File: src/shared/fcs_pkg.sv
// constants for the flash command and status host controller
// assumes one 100 MHz clock and a flash device on plain parallel pins
// Overview of operation
// - unlock writes precede program, erase and autoselect commands
// - array read is one plain bus read
// - F0 write resets, leaves autoselect
// - host resets device after timeout fail
// - erase is six writes, 80 then 10/30
// - autoselect is 90 then read at offset
// - host polls at program or erasing-sector address
// - chip erase polled in non-protected sector; host polls at the caller's address
// - host takes final data from later read
// - host rechecks polling bit after timeout fail
package fcs_pkg;
  localparam int ADDR_W = 17;
  localparam int DATA_W = 16;
  localparam logic [16:0] UNLOCK1_WORD = 17'h0_5555;
  localparam logic [16:0] UNLOCK2_WORD = 17'h0_2AAA;
  localparam logic [16:0] UNLOCK1_BYTE = 17'h0_AAAA;
  localparam logic [16:0] UNLOCK2_BYTE = 17'h0_5555;
  localparam logic [7:0]  UNLOCK_DATA1 = 8'hAA;
  localparam logic [7:0]  UNLOCK_DATA2 = 8'h55;
  localparam logic [7:0]  CMD_RESET    = 8'hF0;
  localparam logic [7:0]  CMD_PROGRAM  = 8'hA0;
  localparam logic [7:0]  CMD_ERASE    = 8'h80;
  localparam logic [7:0]  CMD_CHIP     = 8'h10;
  localparam logic [7:0]  CMD_SECTOR   = 8'h30;
  localparam logic [7:0]  CMD_AUTOSEL  = 8'h90;
  localparam logic [7:0]  CMD_SUSPEND  = 8'hB0;
  localparam logic [7:0]  CMD_RESUME   = 8'h30;
  localparam int POLL_BIT    = 7;
  localparam int TOGGLE_BIT  = 6;
  localparam int FAIL_BIT    = 5;
  localparam int WINDOW_BIT  = 3;
  localparam int CLK_MHZ     = 100;
  localparam int T_SETUP_NS  = 10;
  localparam int T_WP_NS     = 35;
  localparam int T_WPH_NS    = 20;
  localparam int T_ACC_NS    = 70;
  localparam int SETUP_CYC   = (T_SETUP_NS * CLK_MHZ + 999) / 1000;
  localparam int WP_CYC      = (T_WP_NS * CLK_MHZ + 999) / 1000;
  localparam int WPH_CYC     = (T_WPH_NS * CLK_MHZ + 999) / 1000;
  localparam int ACC_CYC     = (T_ACC_NS * CLK_MHZ + 999) / 1000;
  localparam int CNT_W       = 8;

  typedef enum logic [3:0] {
    FCS_OP_READ    = 4'h0,
    FCS_OP_RESET   = 4'h1,
    FCS_OP_PROGRAM = 4'h2,
    FCS_OP_CHIP    = 4'h3,
    FCS_OP_SECTOR  = 4'h4,
    FCS_OP_AUTOSEL = 4'h5,
    FCS_OP_SUSPEND = 4'h6,
    FCS_OP_RESUME  = 4'h7
  } fcs_op_t;
endpackage : fcs_pkg

File: src/design/fcs_bus_cycle.sv
// one read or write cycle on the flash pins
// assumes the flash answers within the access time counted here
module fcs_bus_cycle (
  input  wire logic                      clk_in,
  input  wire logic                      rstn_in,
  input  wire logic                      start_in,
  input  wire logic                      write_in,
  input  wire logic [fcs_pkg::ADDR_W-1:0] addr_in,
  input  wire logic [fcs_pkg::DATA_W-1:0] wdata_in,
  output logic                           done_out,
  output logic      [fcs_pkg::DATA_W-1:0] rdata_out,
  output logic      [fcs_pkg::ADDR_W-1:0] fl_addr_out,
  output logic                           fl_ce_n_out,
  output logic                           fl_we_n_out,
  output logic                           fl_oe_n_out,
  output logic      [fcs_pkg::DATA_W-1:0] fl_dq_out,
  output logic                           fl_dq_oe_out,
  input  wire logic [fcs_pkg::DATA_W-1:0] fl_dq_in
);
  typedef enum logic [3:0] {
    B_IDLE = 4'b0001,
    B_SET  = 4'b0010,
    B_ACT  = 4'b0100,
    B_REC  = 4'b1000
  } fcs_bst_t;

  localparam logic [fcs_pkg::CNT_W-1:0] SETUP_N = fcs_pkg::CNT_W'(fcs_pkg::SETUP_CYC);
  localparam logic [fcs_pkg::CNT_W-1:0] WP_N    = fcs_pkg::CNT_W'(fcs_pkg::WP_CYC);
  localparam logic [fcs_pkg::CNT_W-1:0] WPH_N   = fcs_pkg::CNT_W'(fcs_pkg::WPH_CYC);
  localparam logic [fcs_pkg::CNT_W-1:0] ACC_N   = fcs_pkg::CNT_W'(fcs_pkg::ACC_CYC);

  fcs_bst_t                    st_r;
  logic [fcs_pkg::CNT_W-1:0]   cnt_r;
  logic                        wr_r;

  ////////////////////////////////////////////////////////////////////////////
  always_ff @(posedge clk_in) begin
    if (!rstn_in) begin
      st_r         <= B_IDLE;
      cnt_r        <= '0;
      wr_r         <= 1'b0;
      done_out     <= 1'b0;
      rdata_out    <= '0;
      fl_addr_out  <= '0;
      fl_ce_n_out  <= 1'b1;
      fl_we_n_out  <= 1'b1;
      fl_oe_n_out  <= 1'b1;
      fl_dq_out    <= '0;
      fl_dq_oe_out <= 1'b0;
    end else begin
      done_out <= 1'b0;
      unique case (st_r)
        B_IDLE: begin
          if (start_in) begin
            wr_r         <= write_in;
            fl_addr_out  <= addr_in;
            fl_dq_out    <= wdata_in;
            fl_dq_oe_out <= write_in;
            fl_ce_n_out  <= 1'b0;
            cnt_r        <= SETUP_N;
            st_r         <= B_SET;
          end
        end
        B_SET: begin
          if (cnt_r <= 8'h01) begin
            // address is stable before the strobe falls
            fl_we_n_out <= ~wr_r;
            fl_oe_n_out <= wr_r;
            cnt_r       <= wr_r ? WP_N : ACC_N;
            st_r        <= B_ACT;
          end else begin
            cnt_r <= cnt_r - 8'h01;
          end
        end
        B_ACT: begin
          if (cnt_r <= 8'h01) begin
            // data stays driven past the rising strobe
            if (!wr_r) begin
              rdata_out <= fl_dq_in;
            end
            fl_we_n_out <= 1'b1;
            fl_oe_n_out <= 1'b1;
            cnt_r       <= WPH_N;
            st_r        <= B_REC;
          end else begin
            cnt_r <= cnt_r - 8'h01;
          end
        end
        B_REC: begin
          fl_ce_n_out <= 1'b1;
          if (cnt_r <= 8'h01) begin
            fl_dq_oe_out <= 1'b0;
            done_out     <= 1'b1;
            st_r         <= B_IDLE;
          end else begin
            cnt_r <= cnt_r - 8'h01;
          end
        end
      endcase
    end
  end
endmodule : fcs_bus_cycle

File: src/design/fcs_host.sv
// host controller issuing flash command sequences and polling status
// assumes one flash device on the pins, ready/busy line pulled up outside
module fcs_host (
  input  wire logic                      clk_in,
  input  wire logic                      rstn_in,
  input  wire logic                      start_in,
  input  wire logic [3:0]                op_in,
  input  wire logic                      byte_mode_in,
  input  wire logic [fcs_pkg::ADDR_W-1:0] addr_in,
  input  wire logic [fcs_pkg::DATA_W-1:0] data_in,
  output logic                           busy_out,
  output logic                           done_out,
  output logic                           fail_out,
  output logic      [fcs_pkg::DATA_W-1:0] result_out,
  output logic      [fcs_pkg::ADDR_W-1:0] fl_addr_out,
  output logic                           fl_ce_n_out,
  output logic                           fl_we_n_out,
  output logic                           fl_oe_n_out,
  output logic      [fcs_pkg::DATA_W-1:0] fl_dq_out,
  output logic                           fl_dq_oe_out,
  input  wire logic [fcs_pkg::DATA_W-1:0] fl_dq_in,
  input  wire logic                      ready_busy_in
);
  typedef enum logic [6:0] {
    S_IDLE   = 7'b000_0001,
    S_SEQ    = 7'b000_0010,
    S_SEQ_W  = 7'b000_0100,
    S_POLL   = 7'b000_1000,
    S_POLL_W = 7'b001_0000,
    S_FIN    = 7'b010_0000,
    S_FIN_W  = 7'b100_0000
  } fcs_st_t;

  fcs_st_t                     st_r;
  fcs_pkg::fcs_op_t            op_r;
  logic                        byte_r;
  logic [fcs_pkg::ADDR_W-1:0]  addr_r;
  logic [fcs_pkg::DATA_W-1:0]  data_r;
  logic [2:0]                  step_r;
  logic                        rechk_r;
  logic                        reset_after_r;
  logic                        bc_start;
  logic                        bc_done;
  logic [fcs_pkg::DATA_W-1:0]  bc_rdata;
  logic                        cy_last;
  logic                        cy_write;
  logic [fcs_pkg::ADDR_W-1:0]  cy_addr;
  logic [7:0]                  cy_data;
  logic [fcs_pkg::ADDR_W-1:0]  u1;
  logic [fcs_pkg::ADDR_W-1:0]  u2;
  logic                        needs_poll;
  logic                        exp_bit;

  ////////////////////////////////////////////////////////////////////////////
  // cycle table: unlock pair, command, then the op's own cycles; read, reset, suspend and resume are one cycle
  always_comb begin
    u1       = byte_r ? fcs_pkg::UNLOCK1_BYTE : fcs_pkg::UNLOCK1_WORD;
    u2       = byte_r ? fcs_pkg::UNLOCK2_BYTE : fcs_pkg::UNLOCK2_WORD;
    cy_write = 1'b1;
    cy_last  = 1'b0;
    cy_addr  = u1;
    cy_data  = fcs_pkg::UNLOCK_DATA1;
    if (step_r == 3'd1 || step_r == 3'd4) begin
      cy_addr = u2;
      cy_data = fcs_pkg::UNLOCK_DATA2;
    end
    unique case (op_r)
      fcs_pkg::FCS_OP_READ: begin
        cy_write = 1'b0;
        cy_addr  = addr_r;
        cy_last  = 1'b1;
      end
      fcs_pkg::FCS_OP_RESET: begin
        cy_addr = addr_r;
        cy_data = fcs_pkg::CMD_RESET;
        cy_last = 1'b1;
      end
      fcs_pkg::FCS_OP_SUSPEND: begin
        cy_addr = addr_r;
        cy_data = fcs_pkg::CMD_SUSPEND;
        cy_last = 1'b1;
      end
      fcs_pkg::FCS_OP_RESUME: begin
        cy_addr = addr_r;
        cy_data = fcs_pkg::CMD_RESUME;
        cy_last = 1'b1;
      end
      fcs_pkg::FCS_OP_PROGRAM: begin
        if (step_r == 3'd2) begin
          cy_data = fcs_pkg::CMD_PROGRAM;
        end else if (step_r == 3'd3) begin
          cy_addr = addr_r;
          cy_data = data_r[7:0];
          cy_last = 1'b1;
        end
      end
      fcs_pkg::FCS_OP_AUTOSEL: begin
        if (step_r == 3'd2) begin
          cy_data = fcs_pkg::CMD_AUTOSEL;
        end else if (step_r == 3'd3) begin
          cy_write = 1'b0; // offset read: id or protect state
          cy_addr  = addr_r;
        end else if (step_r >= 3'd4) begin
          cy_addr = addr_r;
          cy_data = fcs_pkg::CMD_RESET;
          cy_last = 1'b1;
        end
      end
      default: begin
        // chip or sector erase, six writes
        if (step_r == 3'd2) begin
          cy_data = fcs_pkg::CMD_ERASE;
        end else if (step_r >= 3'd5) begin
          cy_last = 1'b1;
          if (op_r == fcs_pkg::FCS_OP_SECTOR) begin
            cy_addr = addr_r;
            cy_data = fcs_pkg::CMD_SECTOR;
          end else begin
            cy_data = fcs_pkg::CMD_CHIP;
          end
        end
      end
    endcase
  end

  // programs and erases end in status polling
  assign needs_poll = (op_r == fcs_pkg::FCS_OP_PROGRAM) || (op_r == fcs_pkg::FCS_OP_CHIP) ||
                      (op_r == fcs_pkg::FCS_OP_SECTOR);
  // program expects the true bit, erase expects one
  assign exp_bit  = (op_r == fcs_pkg::FCS_OP_PROGRAM) ? data_r[fcs_pkg::POLL_BIT] : 1'b1;
  assign bc_start = (st_r == S_SEQ) || (st_r == S_POLL) ||
                    ((st_r == S_FIN) && ready_busy_in);
  assign busy_out = (st_r != S_IDLE);

  ////////////////////////////////////////////////////////////////////////////
  always_ff @(posedge clk_in) begin
    if (!rstn_in) begin
      st_r          <= S_IDLE;
      op_r          <= fcs_pkg::FCS_OP_READ;
      byte_r        <= 1'b0;
      addr_r        <= '0;
      data_r        <= '0;
      step_r        <= '0;
      rechk_r       <= 1'b0;
      reset_after_r <= 1'b0;
      done_out      <= 1'b0;
      fail_out      <= 1'b0;
      result_out    <= '0;
    end else begin
      done_out <= 1'b0;
      unique case (st_r)
        S_IDLE: begin
          if (start_in) begin
            op_r          <= fcs_pkg::fcs_op_t'(op_in);
            byte_r        <= byte_mode_in;
            addr_r        <= addr_in;
            data_r        <= data_in;
            step_r        <= '0;
            rechk_r       <= 1'b0;
            reset_after_r <= 1'b0;
            fail_out      <= 1'b0;
            st_r          <= S_SEQ;
          end
        end
        S_SEQ: begin
          st_r <= S_SEQ_W;
        end
        S_SEQ_W: begin
          if (bc_done) begin
            if (!cy_write) begin
              result_out <= bc_rdata;
            end
            step_r <= step_r + 3'd1;
            if (!cy_last) begin
              st_r <= S_SEQ;
            end else if (reset_after_r) begin
              done_out <= 1'b1;
              st_r     <= S_IDLE;
            end else if (needs_poll) begin
              st_r <= S_POLL;
            end else begin
              done_out <= 1'b1;
              st_r     <= S_IDLE;
            end
          end
        end
        S_POLL: begin
          st_r <= S_POLL_W;
        end
        S_POLL_W: begin
          if (bc_done) begin
            if (bc_rdata[fcs_pkg::POLL_BIT] == exp_bit) begin
              st_r <= S_FIN;
            end else if (rechk_r) begin
              // fail confirmed: reset back to array reads
              fail_out      <= 1'b1;
              reset_after_r <= 1'b1;
              op_r          <= fcs_pkg::FCS_OP_RESET;
              st_r          <= S_SEQ;
            end else begin
              rechk_r <= bc_rdata[fcs_pkg::FAIL_BIT];
              st_r    <= S_POLL;
            end
          end
        end
        S_FIN: begin
          if (ready_busy_in) begin
            st_r <= S_FIN_W;
          end
        end
        S_FIN_W: begin
          if (bc_done) begin
            result_out <= bc_rdata;
            done_out   <= 1'b1;
            st_r       <= S_IDLE;
          end
        end
      endcase
    end
  end

  ////////////////////////////////////////////////////////////////////////////
  // polls use the caller's address, inside the target sector
  fcs_bus_cycle u_cycle (
    .clk_in       (clk_in),
    .rstn_in      (rstn_in),
    .start_in     (bc_start),
    .write_in     ((st_r == S_SEQ) && cy_write),
    .addr_in      ((st_r == S_SEQ) ? cy_addr : addr_r),
    .wdata_in     ({8'h00, cy_data}),
    .done_out     (bc_done),
    .rdata_out    (bc_rdata),
    .fl_addr_out  (fl_addr_out),
    .fl_ce_n_out  (fl_ce_n_out),
    .fl_we_n_out  (fl_we_n_out),
    .fl_oe_n_out  (fl_oe_n_out),
    .fl_dq_out    (fl_dq_out),
    .fl_dq_oe_out (fl_dq_oe_out),
    .fl_dq_in     (fl_dq_in)
  );
endmodule : fcs_host

File: config.mk
export PLATFORM = sky130hd
export DESIGN_NAME = fcs_host
export DESIGN_NICKNAME = d
export VERILOG_FILES = /design/src/shared/fcs_pkg.sv /design/src/design/fcs_bus_cycle.sv /design/src/design/fcs_host.sv
export SDC_FILE = /design/constraint.sdc
export NUM_CORES = 1
export LEC_CHECK = 0
export BUFFER_PORTS_ARGS = -buffer_cell sky130_fd_sc_hd__buf_4
export CORE_MARGIN = 2
export CORE_UTILIZATION = 52
export DETAILED_ROUTE_END_ITERATION = 10
export HOLD_SLACK_MARGIN = 0.15
export PLACE_DENSITY = 0.76
export SLEW_MARGIN = 40
export SYNTH_ARGS = -nofsm -noshare
export SYNTH_HDL_FRONTEND = slang
export SYNTH_SLANG_ARGS = --single-unit
File: constraint.sdc
create_clock -name clk_in -period 5.83 [get_ports clk_in]
set_input_delay 0.2915 -clock clk_in [delete_from_list [all_inputs] [get_ports clk_in]]
set_output_delay 0.2915 -clock clk_in [all_outputs]
set_load 0.01 [all_outputs]
Word level (Yosys, flattened, before mapping)
Index checks and enable logic that the tools add are counted.
Widths: inputs -> output; s select.
{"block": "word_totals", "ff_bits": 118}
{"block": "op_classes", "addsub": 2, "reduce_logical": 28, "n_lt_le_gt_ge": 3, "bitwise_logic": 1, "mux": 95, "n_eq_ne": 37}
{"op": "$mux 17", "n": 9}
{"op": "$mux 8", "n": 12}
{"op": "$mux 16", "n": 5}
{"op": "$pmux 17 s3", "n": 1}
{"op": "$pmux 7 s7", "n": 1}
{"op": "$mux 4", "n": 12}
{"op": "$pmux 8 s6", "n": 1}
{"op": "$mux 7", "n": 5}
{"op": "$pmux 16 s2", "n": 1}
{"op": "$pmux 8 s4", "n": 1}
{"op": "$mux 1", "n": 29}
{"op": "$eq 4x3->1 const B", "n": 5}
{"op": "$pmux 1 s2", "n": 8}
{"op": "$pmux 4 s4", "n": 1}
{"op": "$mux 15", "n": 1}
{"op": "$ne 2x2->1 const B", "n": 7}
{"op": "$eq 4x2->1 const B", "n": 3}
{"op": "$mux 6", "n": 2}
{"op": "$ne 2x1->1 const B", "n": 6}
{"op": "$reduce_and 3->1", "n": 4}
{"op": "$reduce_and 4->1", "n": 3}
{"op": "$reduce_and 2->1", "n": 5}
{"op": "$reduce_and 5->1", "n": 2}
{"op": "$reduce_bool 2->1", "n": 5}
{"op": "other kinds (28)", "n": 37}

Depth between registers and ports, before layout
Gate-level depths: netlist (run 1).
{"block": "logic_depth", "depth_word": 8, "ltp_mapped": 12}

Modules after synthesis
From an unflattened synthesis (run 1), not the netlist that was laid out.
{"block": "hier_totals", "hier_cells": 754, "area_unflattened_um2": 6227.2}
{"mod": "fcs_host", "area_each_um2": 3429.5, "cells_each": 419, "n_inst": 1}
{"mod": "fcs_bus_cycle", "area_each_um2": 2797.7, "cells_each": 335, "n_inst": 1}

Least setup slack after synthesis (run 1)
Ideal clock, no wire load.
{"block": "synth_path", "path_kind": "flip-flop to flip-flop", "startpoint": "reg step_r[1]", "endpoint": "reg u_cycle.fl_addr_out[13] (netlist bit)", "path_stages_with_launch": 12, "synth_period_minus_slack_ps": 2837, "arrival_ps": 2778, "setup_time_ps": 59, "setup_slack_ps": 2993, "n_path_buf": 2, "required_ps": 5771, "cell_sequence": "dfxtp_1 > inv_1 > ha_1 > clkbuf_1 > mux2_2 > inv_1 > ha_1 > clkbuf_1 > nor4_1 > nor3_1 > nor4b_1 > a211o_1"}
{"block": "synth_between", "elab_chain_cells": 8}
{"item": "start, declared", "line": "fcs_host.sv:39", "rtl": "logic [2:0] step_r;"}
{"item": "start signal, assigned", "line": "fcs_host.sv:173", "rtl": "step_r <= step_r + 3'd1;"}
{"item": "$eq 3x1->1 or $eq 3x3->1 (tied branches)", "line": "fcs_host.sv:63", "rtl": "if (step_r == 3'd1 || step_r == 3'd4) begin"}
{"item": "$logic_or 1x1->1", "line": "fcs_host.sv:63"}
{"item": "$mux 16", "line": "fcs_host.sv:63"}
{"item": "$mux 17 (on tied branches)", "line": "fcs_host.sv:115, fcs_host.sv:103"}
{"item": "$mux 17 (on tied branches)", "line": "fcs_host.sv:113, fcs_host.sv:100"}
{"item": "$mux 17 (on tied branches)", "line": "fcs_host.sv:111, fcs_host.sv:98"}
{"item": "$pmux 17 s3 (*)", "line": "fcs_host.sv:67", "rtl": "unique case (op_r)"}
{"item": "$mux 17 (*)", "line": "fcs_host.sv:229", "rtl": ".addr_in ((st_r == S_SEQ) ? cy_addr : addr_r),"}
{"item": "end signal, assigned", "line": "fcs_bus_cycle.sv:56", "rtl": "fl_addr_out <= addr_in;"}
{"item": "end, declared", "line": "fcs_bus_cycle.sv:12", "rtl": "output logic [fcs_pkg::ADDR_W-1:0] fl_addr_out,"}
Mark *: on every way between the ends. The rest lies on a longest branch, timed or not.
A chain may end at the register's enable or synchronous reset.

Worst setup path after layout (run 1)
Same ends and word-level chain as after synthesis.

==> results by group, run 1 <==
Drt
  – Number of vias per cell after detailed routing: 5.85
  – Routed length per placed instance: 16.6 um
  – Number of remaining DRC errors: 0
  – Post-route antenna net violation count: 0
  – DRC violation total after the first TritonRoute iteration: 461
  – Wire length reported by the detailed router: 16.1 mm
  – Total via count after detailed routing: 5675
  – Number of optimization iterations in the first detailed-route pass: 5

Worst setup path
  – CP Data Required Time: 6.31 ns
  – Critical path endpoint category: flop
  – Critical setup path kind: flop to flop
  – Crit-path slowest cell: sky130_fd_sc_hd__nor4b_1
  – Worst path arrival time: 3.63 ns
  – CP Launch Type: flop
  – Max FO, Critical Path: 9
  – Crit-path max cell delay: 0.59 ns
  – Worst path cell trace: inv_1 > ha_1 > mux2_2 > inv_1 > ha_1 > nor4_2 > nor3_1 > nor4b_1 > a211o_1

Synthesis
  – Dominant synthesized flop cell: sky130_fd_sc_hd__dfxtp_1
  – Number of synthesized register bits: 118
  – Number of warnings reported in the yosys synthesis log: 0
  – Asr flop ratio synth: 0%
  – Netlist Area Pre-Place: 5800 um^2
  – Number of synthesized flops with an enable pin: 0
  – Mean post-synth cell area: 8.29 um^2
  – Count of distinct cell types in the synthesized netlist: 77
  – Proportion of synthesized chip area in sequential cells: 40.8%
  – Synth Instances: 699

CTS
  – H-tree Lvls: 4
  – CTS tree: built
  – Clock latency of the later-clocked register in the worst-skew pair: 0.53 ns
  – Post-cts resize count: 0
  – CTS root buffer: sky130_fd_sc_hd__clkbuf_8
  – Clock buffer depth: 2
  – Total CTS buffers: 17
  – Total number of clock tree sinks: 118
  – Clock slew at the register clock pins of the worst setup and hold paths: 0.06 ns

Global routing
  – Pin count of the biggest net entering global routing: 72
  – Vias in the first global route: 5514
  – Wire length of the first global-routing pass: 26.4 mm
  – Number of antenna violations at the first check in global routing: 0
  – Global routing usage summed across all routing layers: 28.2%
  – Global-route congestion overflow total: 0

Cells and area
  – Total area of multi-input combinational cells: 3120 um^2
  – Area added between synthesis and finish: 30.1%
  – Fraction of final layout cells sized beyond drive strength 1: 19.6%
  – Total area of sequential cells: 2360 um^2
  – Antenna diode instance count: 0
  – Fillers: 841
  – Net total in the final layout: 884

Floorplan
  – I/O pin count: 114
  – Die width: 110 um
  – FP Rows: 38
  – Effective utilization at floorplan: 53.5%
  – Height of the chip: 110 um
  – Core area: 10800 um^2
  – Area enclosed by the die boundary: 12000 um^2

Power
  – PwrDens: 317 nW/um^2
  – Leakage: 0.00304 uW
  – Worst IR Drop VDD: 0.000274 V
  – Post-route total power: 2390 uW

STA
  – Final Hold Violating Endpoints: 0
  – Sum Neg Setup Slack: 0 ns
  – Remaining max-slew budget at the tightest pin: 44.0%
  – Largest clock skew in the final design: 0.0101 ns
  – Fmax achieved: 0.317 GHz
  – Fraction of the cycle the final worst path needs: 54.1%
  – Clock period minus final worst setup slack: 3.15 ns
  – Final max-slew violation count: 0
  – Transition time at the pin with the least slew margin: 0.838 ns
  – Number of endpoints failing setup at the final stage: 0
  – RSZ-0062 raised after global routing: no

Place
  – Final weighted congestion in routability-driven placement: 0.914
  – Port-buffer cells: 97
  – Final HPWL from detailed placement: 10.1 mm

Hold path
  – Class of the worst hold path: input port to flop

Run status
  – Result of the run: complete, no violations

Run
  – Number of maximum-capacitance violations: 0
==> placed cells by master, fill, tap and decap left out, drive strengths merged, types with 3 or more instances in the layout <==
cell and count:
o31ai 9, inv 17, buf 102, nand2 108, a221oi 3, nand4 6, a31oi 13, a32o 3
or2 4, a21o 3, or4 4, o211ai 4, o21ai 32, a211o 4, and3 8, nor2 63
o21a 3, nand3b 4, o22ai 4, nor3 21, nor4 12, clkinv 4, a21oi 60, nor4b 5
dlygate4sd3 48, mux2i 35, o41ai 3, or4b 4, nor2b 4, ha 8, a211oi 8, xor2 3
clkbuf 23, conb 8, nand3 23, dfxtp 118, nand2b 8, o221a 5
==> sequential cells by signal, indices dropped and copies added, names as in the netlist <==
register and flops:
u_cycle.fl_dq_out 8, u_cycle.fl_addr_out 17, u_cycle.done_out 1, u_cycle.st_r 4, u_cycle.wr_r 1, u_cycle.fl_we_n_out 1
addr_r 17, reset_after_r 1, rechk_r 1, done_out 1, u_cycle.rdata_out 16, st_r 7
u_cycle.fl_dq_oe_out 1, step_r 3, op_r 4, byte_r 1, u_cycle.fl_oe_n_out 1, data_r 8
result_out 16, u_cycle.cnt_r 8, u_cycle.fl_ce_n_out 1
==> cell type report <==
class | count | share of cell area [%]
Clock buffer | 23 | 6.19
Clock inverter | 8 | 1.31
Inverter | 17 | 0.847
Multi-Input combinational cell | 514 | 41.4
Sequential cell | 118 | 31.3
Tap cell | 140 | 2.32
Timing Repair Buffer | 150 | 16.6
==> path summary, 6_finish.rpt <==
kind,slack [ns],endpoint,cells after the start,start
setup / recovery,2.68,u_cycle.fl_addr_out[13],9,step_r[1]
hold / removal,0.26,u_cycle.fl_ce_n_out,2,rstn_in
setup reg to reg,2.68,u_cycle.fl_addr_out[13],9,step_r[1]
hold reg to reg,0.45,data_r[0],2,data_r[0]
==> metrics by stage <==
step / utilization, % / setup slack, ns / hold WS (ns) / cells / cell area (um^2)
3_3_place_gp: 59.6 / 2.63 / 0.442 / 889 / 6460
5_1_grt: 69.5 / 2.42 / 0.278 / 970 / 7540
2_1_floorplan: - / 2.99 / 0.427 / 706 / 5820
3_5_place_dp: 59.8 / 2.48 / 0.446 / 891 / 6480
6_report: 69.5 / 2.68 / 0.258 / 970 / 7540
4_1_cts: 69.5 / 2.45 / 0.242 / 970 / 7530
==> Yosys cell counts (6+ instances only) <==
cell / instances / share of area, %
sky130_fd_sc_hd__nor3_1: 19 / 1.6
sky130_fd_sc_hd__buf_2: 10 / 0.86
sky130_fd_sc_hd__nor2_1: 63 / 4.1
sky130_fd_sc_hd__mux2i_1: 35 / 6.0
sky130_fd_sc_hd__and3_1: 8 / 0.86
sky130_fd_sc_hd__ha_1: 8 / 1.7
sky130_fd_sc_hd__nand2b_1: 8 / 0.86
sky130_fd_sc_hd__a211oi_1: 8 / 1.0
sky130_fd_sc_hd__o21ai_0: 31 / 2.7
sky130_fd_sc_hd__buf_4: 9 / 1.2
sky130_fd_sc_hd__nor4_1: 6 / 0.65
sky130_fd_sc_hd__inv_1: 16 / 1.0
sky130_fd_sc_hd__nand4_1: 6 / 0.65
sky130_fd_sc_hd__nand3_1: 22 / 1.9
sky130_fd_sc_hd__dfxtp_1: 118 / 41
sky130_fd_sc_hd__a31oi_1: 13 / 1.4
sky130_fd_sc_hd__o31ai_1: 8 / 1.0
sky130_fd_sc_hd__clkbuf_1: 31 / 2.0
sky130_fd_sc_hd__a21oi_1: 60 / 5.2
sky130_fd_sc_hd__nand2_1: 108 / 7.0
==> where the power goes <==
| group | leakage, uW | internal (uW) | switching (uW) | total [uW] |
|---|---|---|---|---|
| registers | 0.000957 | 857 | 59.2 | 916 |
| logic | 0.00181 | 200 | 272 | 472 |
| clock network | 0.000274 | 637 | 364 | 1000 |
==> layer usage <==
metal  vias to the layer above  track usage [%]  part of all wire [%]
li1                       2732                -                     -
met1                      2676             35.5                    43
met2                       231             45.6                    48
met3                        36             7.11                   6.4
met4                         0             12.2                   2.4
met5                         -                0                     0
==> critical path, delay by kind of cell (launching register included) <==
kind            cells  cell delay, ns
simple gates        3            1.22
fa+ha+maj           2            0.66
flops               1            0.42
mux                 1            0.36
buf+inv             2            0.25
compound gates      1            0.17
==> cell families (layout without fill, tap and decap cells) <==
| logic type | Yosys count | after routing | synth area share, % |
|---|---|---|---|
| AND/OR/NAND/NOR | 286 | 286 | 25.3 |
| other | 1 | 8 | 0.0647 |
| adder cells (fa/ha/maj) | 8 | 8 | 1.73 |
| XOR/XNOR | 4 | 4 | 0.605 |
| buffers and inverters | 74 | 198 | 6.15 |
| flip-flops | 118 | 118 | 40.8 |
| AO/OA/AOI/OAI | 172 | 172 | 19.1 |
| multiplexers | 36 | 36 | 6.24 |
==> what timing repair did <==
item	4_1_cts	5_1_grt
hold buffers	48	0
hold endpoints to repair	51	0
buffers inserted	0	0
Note: power is estimated with default switching activity, not from simulation.
==> run 2: changes to the inputs <==
- clock period: 5.83 -> 3 ns (I/O delays scaled with it)
==> run 2 against run 1 <==
Via count is 2.4% higher. Global-route usage is 0.73 points higher. Worst hold slack better by 0.15 ns. Sequential share of layout area is 0.69 points lower. First-iteration DRC count is 13% lower. Cell area is 2.2% higher. Fmax is 12% higher. Critical path type unchanged. Critical endpoint unchanged. Largest cell class unchanged. Largest power group unchanged. Highest routed layer unchanged.
==> results by group, run 2 (same netlist as run 1, synthesis figures left out) <==
Cells and area
  – Top library cells by usage in the layout, fill and taps aside: 118 x sky130_fd_sc_hd__dfxtp_1, 117 x sky130_fd_sc_hd__buf_4, 108 x sky130_fd_sc_hd__nand2_1, 63 x sky130_fd_sc_hd__nor2_1, 60 x sky130_fd_sc_hd__a21oi_1 (was 118 x sky130_fd_sc_hd__dfxtp_1, 108 x sky130_fd_sc_hd__nand2_1, 101 x sky130_fd_sc_hd__buf_4, 63 x sky130_fd_sc_hd__nor2_1, 60 x sky130_fd_sc_hd__a21oi_1)
  – Most common cell after layout, fill and taps aside: sky130_fd_sc_hd__dfxtp_1 (unchanged)
  – Total area of sequential cells: 2360 um^2 (unchanged)
  – Total area of multi-input combinational cells: 3130 um^2 (was 3120 um^2)
  – Final core area utilization: 71.1% (was 69.5%)
  – Non-filler cells, final: 987 (was 970)
  – Net total in the final layout: 900 (was 884)
  – Area added between synthesis and finish: 33.0% (was 30.1%)
  – Antenna diode instance count: 0 (unchanged)
  – Biggest registers after layout: addr_r x17, u_cycle.fl_addr_out x17 (unchanged)
  – Fraction of final layout cells sized beyond drive strength 1: 21.0% (was 19.6%)
  – Fillers: 804 (was 841)

Drt
  – Total via count after detailed routing: 5809 (was 5675)
  – Number of optimization iterations in the first detailed-route pass: 5 (unchanged)
  – Post-route antenna net violation count: 0 (unchanged)
  – Routed length per placed instance: 17.0 um (was 16.6 um)
  – DRC violation total after the first TritonRoute iteration: 403 (was 461)
  – Number of vias per cell after detailed routing: 5.89 (was 5.85)
  – Wire length reported by the detailed router: 16.8 mm (was 16.1 mm)
  – Number of remaining DRC errors: 0 (unchanged)

CTS
  – Total CTS buffers: 17 (unchanged)
  – Setup bufs post-CTS: 0 (unchanged)
  – CTS tree: built (unchanged)
  – Total number of clock tree sinks: 118 (unchanged)
  – Clock slew at the register clock pins of the worst setup and hold paths: 0.06 ns (about the same)
  – CTS root buffer: sky130_fd_sc_hd__clkbuf_8 (unchanged)
  – Clock buffer depth: 2 (unchanged)
  – H-tree Lvls: 4 (unchanged)
  – Clock latency of the later-clocked register in the worst-skew pair: 0.54 ns (was 0.53 ns)

Place
  – Final HPWL from detailed placement: 10.5 mm (was 10.1 mm)
  – Final weighted congestion in routability-driven placement: 0.903 (was 0.914)
  – Placed insts: 906 (was 891)
  – Port-buffer cells: 97 (unchanged)

Worst setup path
  – CP Data Required Time: 3.48 ns (was 6.31 ns)
  – Critical setup path kind: flop to flop (unchanged)
  – CP Launch Type: flop (unchanged)
  – Max FO, Critical Path: 9 (unchanged)
  – Critical path endpoint category: flop (unchanged)
  – Worst path arrival time: 3.29 ns (was 3.63 ns)

Power
  – Leakage: 0.00315 uW (was 0.00304 uW)
  – PwrDens: 627 nW/um^2 (was 317 nW/um^2)
  – Post-route total power: 4830 uW (was 2390 uW)
  – Worst IR Drop VDD: 0.000418 V (was 0.000274 V)

Global routing
  – Global-route congestion overflow total: 0 (unchanged)
  – Pin count of the biggest net entering global routing: 72 (unchanged)
  – Wire length of the first global-routing pass: 27.0 mm (was 26.4 mm)
  – Global routing usage summed across all routing layers: 28.9% (was 28.2%)
  – Number of antenna violations at the first check in global routing: 0 (unchanged)
  – Vias in the first global route: 5605 (was 5514)

Run status
  – Result of the run: complete, no violations (unchanged)

Floorplan
  – Die width: 110 um (unchanged)
  – Effective utilization at floorplan: 53.5% (unchanged)
  – Height of the chip: 110 um (unchanged)
  – Area enclosed by the die boundary: 12000 um^2 (unchanged)
  – Core area: 10800 um^2 (unchanged)
  – I/O pin count: 114 (unchanged)
  – FP Rows: 38 (unchanged)

Run
  – Number of maximum-capacitance violations: 0 (unchanged)

STA
  – Transition time at the pin with the least slew margin: 0.753 ns (was 0.838 ns)
  – Hold Worst Slack: 0.405 ns (was 0.258 ns)
  – Remaining max-slew budget at the tightest pin: 49.5% (was 44.0%)
  – Fmax achieved: 0.356 GHz (was 0.317 GHz)
  – RSZ-0062 raised after global routing: no (unchanged)
  – Clock period minus final worst setup slack: 2.81 ns (was 3.15 ns)
  – Number of endpoints failing setup at the final stage: 0 (unchanged)
  – Final max-slew violation count: 0 (unchanged)
  – Final Hold Violating Endpoints: 0 (unchanged)
  – Fraction of the cycle the final worst path needs: 93.7% (was 54.1%)
  – Sum Neg Setup Slack: 0 ns (unchanged)
  – Largest clock skew in the final design: 0.00988 ns (was 0.0101 ns)

Hold path
  – Class of the worst hold path: input port to flop (unchanged)
==> run 2: repair_timing <==
| action | CTS | global route |
|---|---|---|
| endpoints found under the hold margin | 53 | 0 |
| resized for setup | 0 | 1 |
| setup endpoints to repair | 0 | 6 |
| hold buffers | 49 | 0 |
==> run 2: worst paths after layout <==
path / cells after the start / start / to / slack (ns)
max: 10 / step_r[1] / u_cycle.fl_addr_out[13] / 0.19
min: 4 / fl_dq_in[12] / u_cycle.rdata_out[12] / 0.40
max reg2reg: 10 / step_r[1] / u_cycle.fl_addr_out[13] / 0.19
min reg2reg: 2 / result_out[12] / result_out[12] / 0.46
==> run 2: cell type report <==
type / instances / area share (%)
clock inverter: 7 / 1.51
inverter: 17 / 0.828
multi-input combinational: 514 / 40.6
tap: 140 / 2.27
sequential: 118 / 30.7
clock buffer: 25 / 6.41
timing repair buffer: 166 / 17.8
==> run 2: through the flow <==
step / cell area [um^2] / setup WS (ns)
final: 7710 / 0.190
after global routing: 7710 / 0.0482
after CTS: 7690 / 0.171
after detailed placement: 6590 / 0.206
after global placement: 6590 / 0.216
after floorplan: 5820 / 0.163
==> run 2: layer usage <==
| layer | track usage (%) | up-vias | share of wire, % |
|---|---|---|---|
| li1 | - | 2763 | - |
| met1 | 37.1 | 2786 | 43 |
| met2 | 47.9 | 237 | 49 |
| met3 | 6.40 | 23 | 6.2 |
| met4 | 9.86 | 0 | 1.5 |
| met5 | 0 | - | 0 |
==> run 2: worst max-delay path, stage by stage, from the launching register on <==
cell	delay, ns
sky130_fd_sc_hd__dfxtp_1	0.44
sky130_fd_sc_hd__inv_1	0.10
sky130_fd_sc_hd__ha_1	0.29
sky130_fd_sc_hd__mux2_2	0.35
sky130_fd_sc_hd__inv_1	0.15
sky130_fd_sc_hd__ha_1	0.36
sky130_fd_sc_hd__nor4_2	0.37
sky130_fd_sc_hd__nor3_1	0.08
sky130_fd_sc_hd__nor4b_1	0.34
sky130_fd_sc_hd__buf_4	0.19
sky130_fd_sc_hd__a211o_1	0.09
==> run 2: report_power, final <==
group | internal (uW) | leakage, uW | total, uW | switching, uW
Sequential | 1670 | 0.000957 | 1770 | 105
Clock | 1380 | 0.000298 | 2090 | 718
Combinational | 413 | 0.00190 | 969 | 557
Total | 3450 | 0.00315 | 4830 | 1380
==> run 3: changes to the inputs <==
- CTS_CLUSTER_DIAMETER: default -> 40
- PLACE_DENSITY: 0.76 -> 0.75
- SYNTH_HIERARCHICAL: default -> 1
==> run 3 against run 2 <==
Worst setup slack improved by 0.034 ns. Register-to-register slack improved by 0.03 ns. Synthesized cell count increased by 7.9%. First-iteration DRC count up 15%. Count of clock-buffer cells in the layout is 7 lower. Total power down 1.0%. Global-route usage decreased by 2.3 points. Flip-flop and latch count up 8. Clock skew barely moved. Sequential share of layout area increased by 0.18 points.
==> results by group, run 3 <==
CTS
  – Total CTS buffers: 17 (unchanged)
  – Setup bufs post-CTS: 0 (unchanged)
  – CTS tree: built (unchanged)
  – Clock latency of the later-clocked register in the worst-skew pair: 0.43 ns (was 0.54 ns)
  – Clock buffer depth: 2 (unchanged)
  – CTS root buffer: sky130_fd_sc_hd__clkbuf_16 (was sky130_fd_sc_hd__clkbuf_8)
  – Total number of clock tree sinks: 126 (was 118)
  – Clock slew at the register clock pins of the worst setup and hold paths: 0.06 ns (about the same)
  – H-tree Lvls: 4 (unchanged)

Synthesis
  – Synth Instances: 754 (was 699)
  – Number of warnings reported in the yosys synthesis log: 6 (was 0)
  – Yosys top cell by area: sky130_fd_sc_hd__dfxtp_1 (unchanged)
  – Number of synthesized register bits: 126 (was 118)
  – Count leader, synth: sky130_fd_sc_hd__nand2_1 (was sky130_fd_sc_hd__dfxtp_1)
  – Share of the synthesized area in the top cell type: 40.5% (was 40.8%)
  – Proportion of synthesized chip area in sequential cells: 40.5% (was 40.8%)
  – Largest cells by area after synthesis: sky130_fd_sc_hd__dfxtp_1 41%, sky130_fd_sc_hd__nand2_1 11%, sky130_fd_sc_hd__a21boi_0 8.7% (was sky130_fd_sc_hd__dfxtp_1 41%, sky130_fd_sc_hd__nand2_1 7.0%, sky130_fd_sc_hd__mux2i_1 6.0%)
  – Count of distinct cell types in the synthesized netlist: 70 (was 77)
  – Asr flop ratio synth: 0% (unchanged)
  – Most instantiated cells after synthesis: 188 x sky130_fd_sc_hd__nand2_1, 126 x sky130_fd_sc_hd__dfxtp_1, 72 x sky130_fd_sc_hd__a21boi_0, 37 x sky130_fd_sc_hd__clkbuf_1, 32 x sky130_fd_sc_hd__o21ai_0 (was 118 x sky130_fd_sc_hd__dfxtp_1, 108 x sky130_fd_sc_hd__nand2_1, 63 x sky130_fd_sc_hd__nor2_1, 60 x sky130_fd_sc_hd__a21oi_1, 35 x sky130_fd_sc_hd__mux2i_1)
  – Mean post-synth cell area: 8.26 um^2 (was 8.29 um^2)
  – Number of synthesized flops with an enable pin: 0 (unchanged)
  – Dominant synthesized flop cell: sky130_fd_sc_hd__dfxtp_1 (unchanged)
  – Netlist Area Pre-Place: 6230 um^2 (was 5800 um^2)

Hold path
  – Class of the worst hold path: input port to flop (unchanged)

Cells and area
  – Net total in the final layout: 959 (was 900)
  – Area added between synthesis and finish: 31.4% (was 33.0%)
  – Most common cell after layout, fill and taps aside: sky130_fd_sc_hd__nand2_1 (was sky130_fd_sc_hd__dfxtp_1)
  – Antenna diode instance count: 0 (unchanged)
  – Fraction of final layout cells sized beyond drive strength 1: 20.3% (was 21.0%)
  – Fillers: 853 (was 804)
  – Biggest registers after layout: addr_r x17, u_cycle/fl_addr_out x17 (was addr_r x17, u_cycle.fl_addr_out x17)
  – Top library cells by usage in the layout, fill and taps aside: 188 x sky130_fd_sc_hd__nand2_1, 126 x sky130_fd_sc_hd__dfxtp_1, 119 x sky130_fd_sc_hd__buf_4, 72 x sky130_fd_sc_hd__a21boi_0, 48 x sky130_fd_sc_hd__dlygate4sd3_1 (was 118 x sky130_fd_sc_hd__dfxtp_1, 117 x sky130_fd_sc_hd__buf_4, 108 x sky130_fd_sc_hd__nand2_1, 63 x sky130_fd_sc_hd__nor2_1, 60 x sky130_fd_sc_hd__a21oi_1)

Floorplan
  – Die width: 113 um (was 110 um)
  – FP Rows: 39 (was 38)
  – Height of the chip: 113 um (was 110 um)
  – Core area: 11600 um^2 (was 10800 um^2)
  – Effective utilization at floorplan: 53.8% (was 53.5%)
  – I/O pin count: 114 (unchanged)
  – Area enclosed by the die boundary: 12900 um^2 (was 12000 um^2)

Global routing
  – Vias in the first global route: 5812 (was 5605)
  – Global-route congestion overflow total: 0 (unchanged)
  – Pin count of the biggest net entering global routing: 87 (was 72)
  – Number of antenna violations at the first check in global routing: 0 (unchanged)
  – Global routing usage summed across all routing layers: 26.6% (was 28.9%)
  – Wire length of the first global-routing pass: 27.5 mm (was 27.0 mm)

Drt
  – DRC violation total after the first TritonRoute iteration: 464 (was 403)
  – Number of vias per cell after detailed routing: 5.64 (was 5.89)
  – Wire length reported by the detailed router: 16.6 mm (was 16.8 mm)
  – Number of optimization iterations in the first detailed-route pass: 7 (was 5)
  – Total via count after detailed routing: 5918 (was 5809)
  – Routed length per placed instance: 15.8 um (was 17.0 um)
  – Number of remaining DRC errors: 0 (unchanged)
  – Post-route antenna net violation count: 0 (unchanged)

Worst setup path
  – CP Launch Type: flop (unchanged)
  – Critical setup path kind: flop to flop (unchanged)
  – CP Data Required Time: 3.30 ns (was 3.48 ns)
  – Critical path endpoint category: flop (unchanged)
  – Worst path arrival time: 3.08 ns (was 3.29 ns)
  – Max FO, Critical Path: 8 (was 9)

STA
  – Clock period minus final worst setup slack: 2.78 ns (was 2.81 ns)
  – Fmax achieved: 0.360 GHz (was 0.356 GHz)
  – Final max-slew violation count: 0 (unchanged)
  – Fraction of the cycle the final worst path needs: 92.5% (was 93.7%)
  – Largest clock skew in the final design: 0.0100 ns (was 0.00988 ns)
  – Crit path setup slack, layout: 0.224 ns (was 0.190 ns)
  – Number of endpoints failing setup at the final stage: 0 (unchanged)
  – Final Hold Violating Endpoints: 0 (unchanged)
  – Remaining max-slew budget at the tightest pin: 52.0% (was 49.5%)
  – Transition time at the pin with the least slew margin: 0.720 ns (was 0.753 ns)
  – Sum Neg Setup Slack: 0 ns (unchanged)
  – RSZ-0062 raised after global routing: no (unchanged)

Power
  – PwrDens: 585 nW/um^2 (was 627 nW/um^2)
  – Leakage: 0.00317 uW (was 0.00315 uW)
  – Worst IR Drop VDD: 0.000349 V (was 0.000418 V)

Run
  – Number of maximum-capacitance violations: 0 (unchanged)

Run status
  – Result of the run: complete, no violations (unchanged)

Place
  – Worst slack at placement: 0.233 ns (was 0.206 ns)
  – Port-buffer cells: 105 (was 97)
  – Final HPWL from detailed placement: 11.1 mm (was 10.5 mm)
  – Final weighted congestion in routability-driven placement: 0.920 (was 0.903)
==> run 3: cells by family (layout without fill, tap and decap cells) <==
kind of cell	after synthesis	after routing	synth area share, %
flip-flops	126	126	40.5
other	1	8	0.0602
multiplexers	20	20	3.27
AND/OR/NAND/NOR	339	339	27.1
XOR/XNOR	12	12	1.69
adder cells (fa/ha/maj)	8	8	1.61
buffers and inverters	70	215	5.14
AO/OA/AOI/OAI	178	178	20.7
==> run 3: cell type report <==
class	count	area, um^2	area share [%]
Clock buffer	18	439	5.37
Clock inverter	14	191	2.34
Timing Repair Buffer	167	1370	16.8
Multi-Input combinational cell	565	3420	41.7
Sequential cell	126	2520	30.8
Inverter	16	60.1	0.734
Tap cell	143	179	2.19
==> run 3: metrics by stage <==
| stage | hold WS [ns] | area, um^2 | instances | total power (uW) | util, % |
|---|---|---|---|---|---|
| 6_report | 0.227 | 8180 | 1049 | 4780 | 70.7 |
| 5_1_grt | 0.297 | 8180 | 1049 | 4960 | 70.7 |
| 4_1_cts | 0.216 | 8180 | 1049 | 4780 | 70.7 |
| 3_5_place_dp | 0.407 | 7070 | 969 | 2560 | 61.1 |
| 3_3_place_gp | 0.397 | 7070 | 969 | 2540 | 61.1 |
| 2_1_floorplan | 0.285 | 6250 | 761 | 2360 | - |
==> run 3: routing by layer <==
metal	global-route usage (%)	wire length, um	up-vias
met4	13.3	436	0
met2	45.4	8220	182
met1	31.5	7000	2824
met5	0	0	-
met3	6.16	949	36
li1	-	-	2876
==> run 3: critical path, stage by stage (launching register included) <==
cell and delay (ns):
sky130_fd_sc_hd__dfxtp_1 0.42, sky130_fd_sc_hd__inv_1 0.09, sky130_fd_sc_hd__ha_1 0.27, sky130_fd_sc_hd__mux2_2 0.34, sky130_fd_sc_hd__inv_1 0.10, sky130_fd_sc_hd__ha_1 0.29
sky130_fd_sc_hd__or3b_2 0.45, sky130_fd_sc_hd__a21oi_1 0.20, sky130_fd_sc_hd__o31ai_2 0.16, sky130_fd_sc_hd__nand2_1 0.12, sky130_fd_sc_hd__nand2_1 0.06, sky130_fd_sc_hd__nand2_1 0.07
sky130_fd_sc_hd__a21boi_0 0.08
==> run 3: where the power goes <==
| part | internal [uW] | switching [uW] | total (uW) | leakage, uW |
|---|---|---|---|---|
| clock | 1410 | 778 | 2190 | 0.000298 |
| combinational | 347 | 413 | 760 | 0.00185 |
| sequential | 1750 | 87.1 | 1840 | 0.00102 |
| total | 3500 | 1280 | 4780 | 0.00317 |
==> run 3: worst paths after layout <==
check,start,endpoint,slack (ns),cells past startpoint
max,step_r[1],u_cycle/fl_addr_out[12],0.22,12
min,rstn_in,u_cycle/st_r[0],0.23,2
max reg2reg,step_r[1],u_cycle/fl_addr_out[12],0.22,12
min reg2reg,u_cycle/rdata_out[11],u_cycle/rdata_out[11],0.46,2
==> run 3: what timing repair did <==
| action | 4_1_cts | 5_1_grt |
|---|---|---|
| endpoints found under the hold margin | 49 | 0 |
| hold buffers | 48 | 0 |
| resized for setup | 0 | 0 |
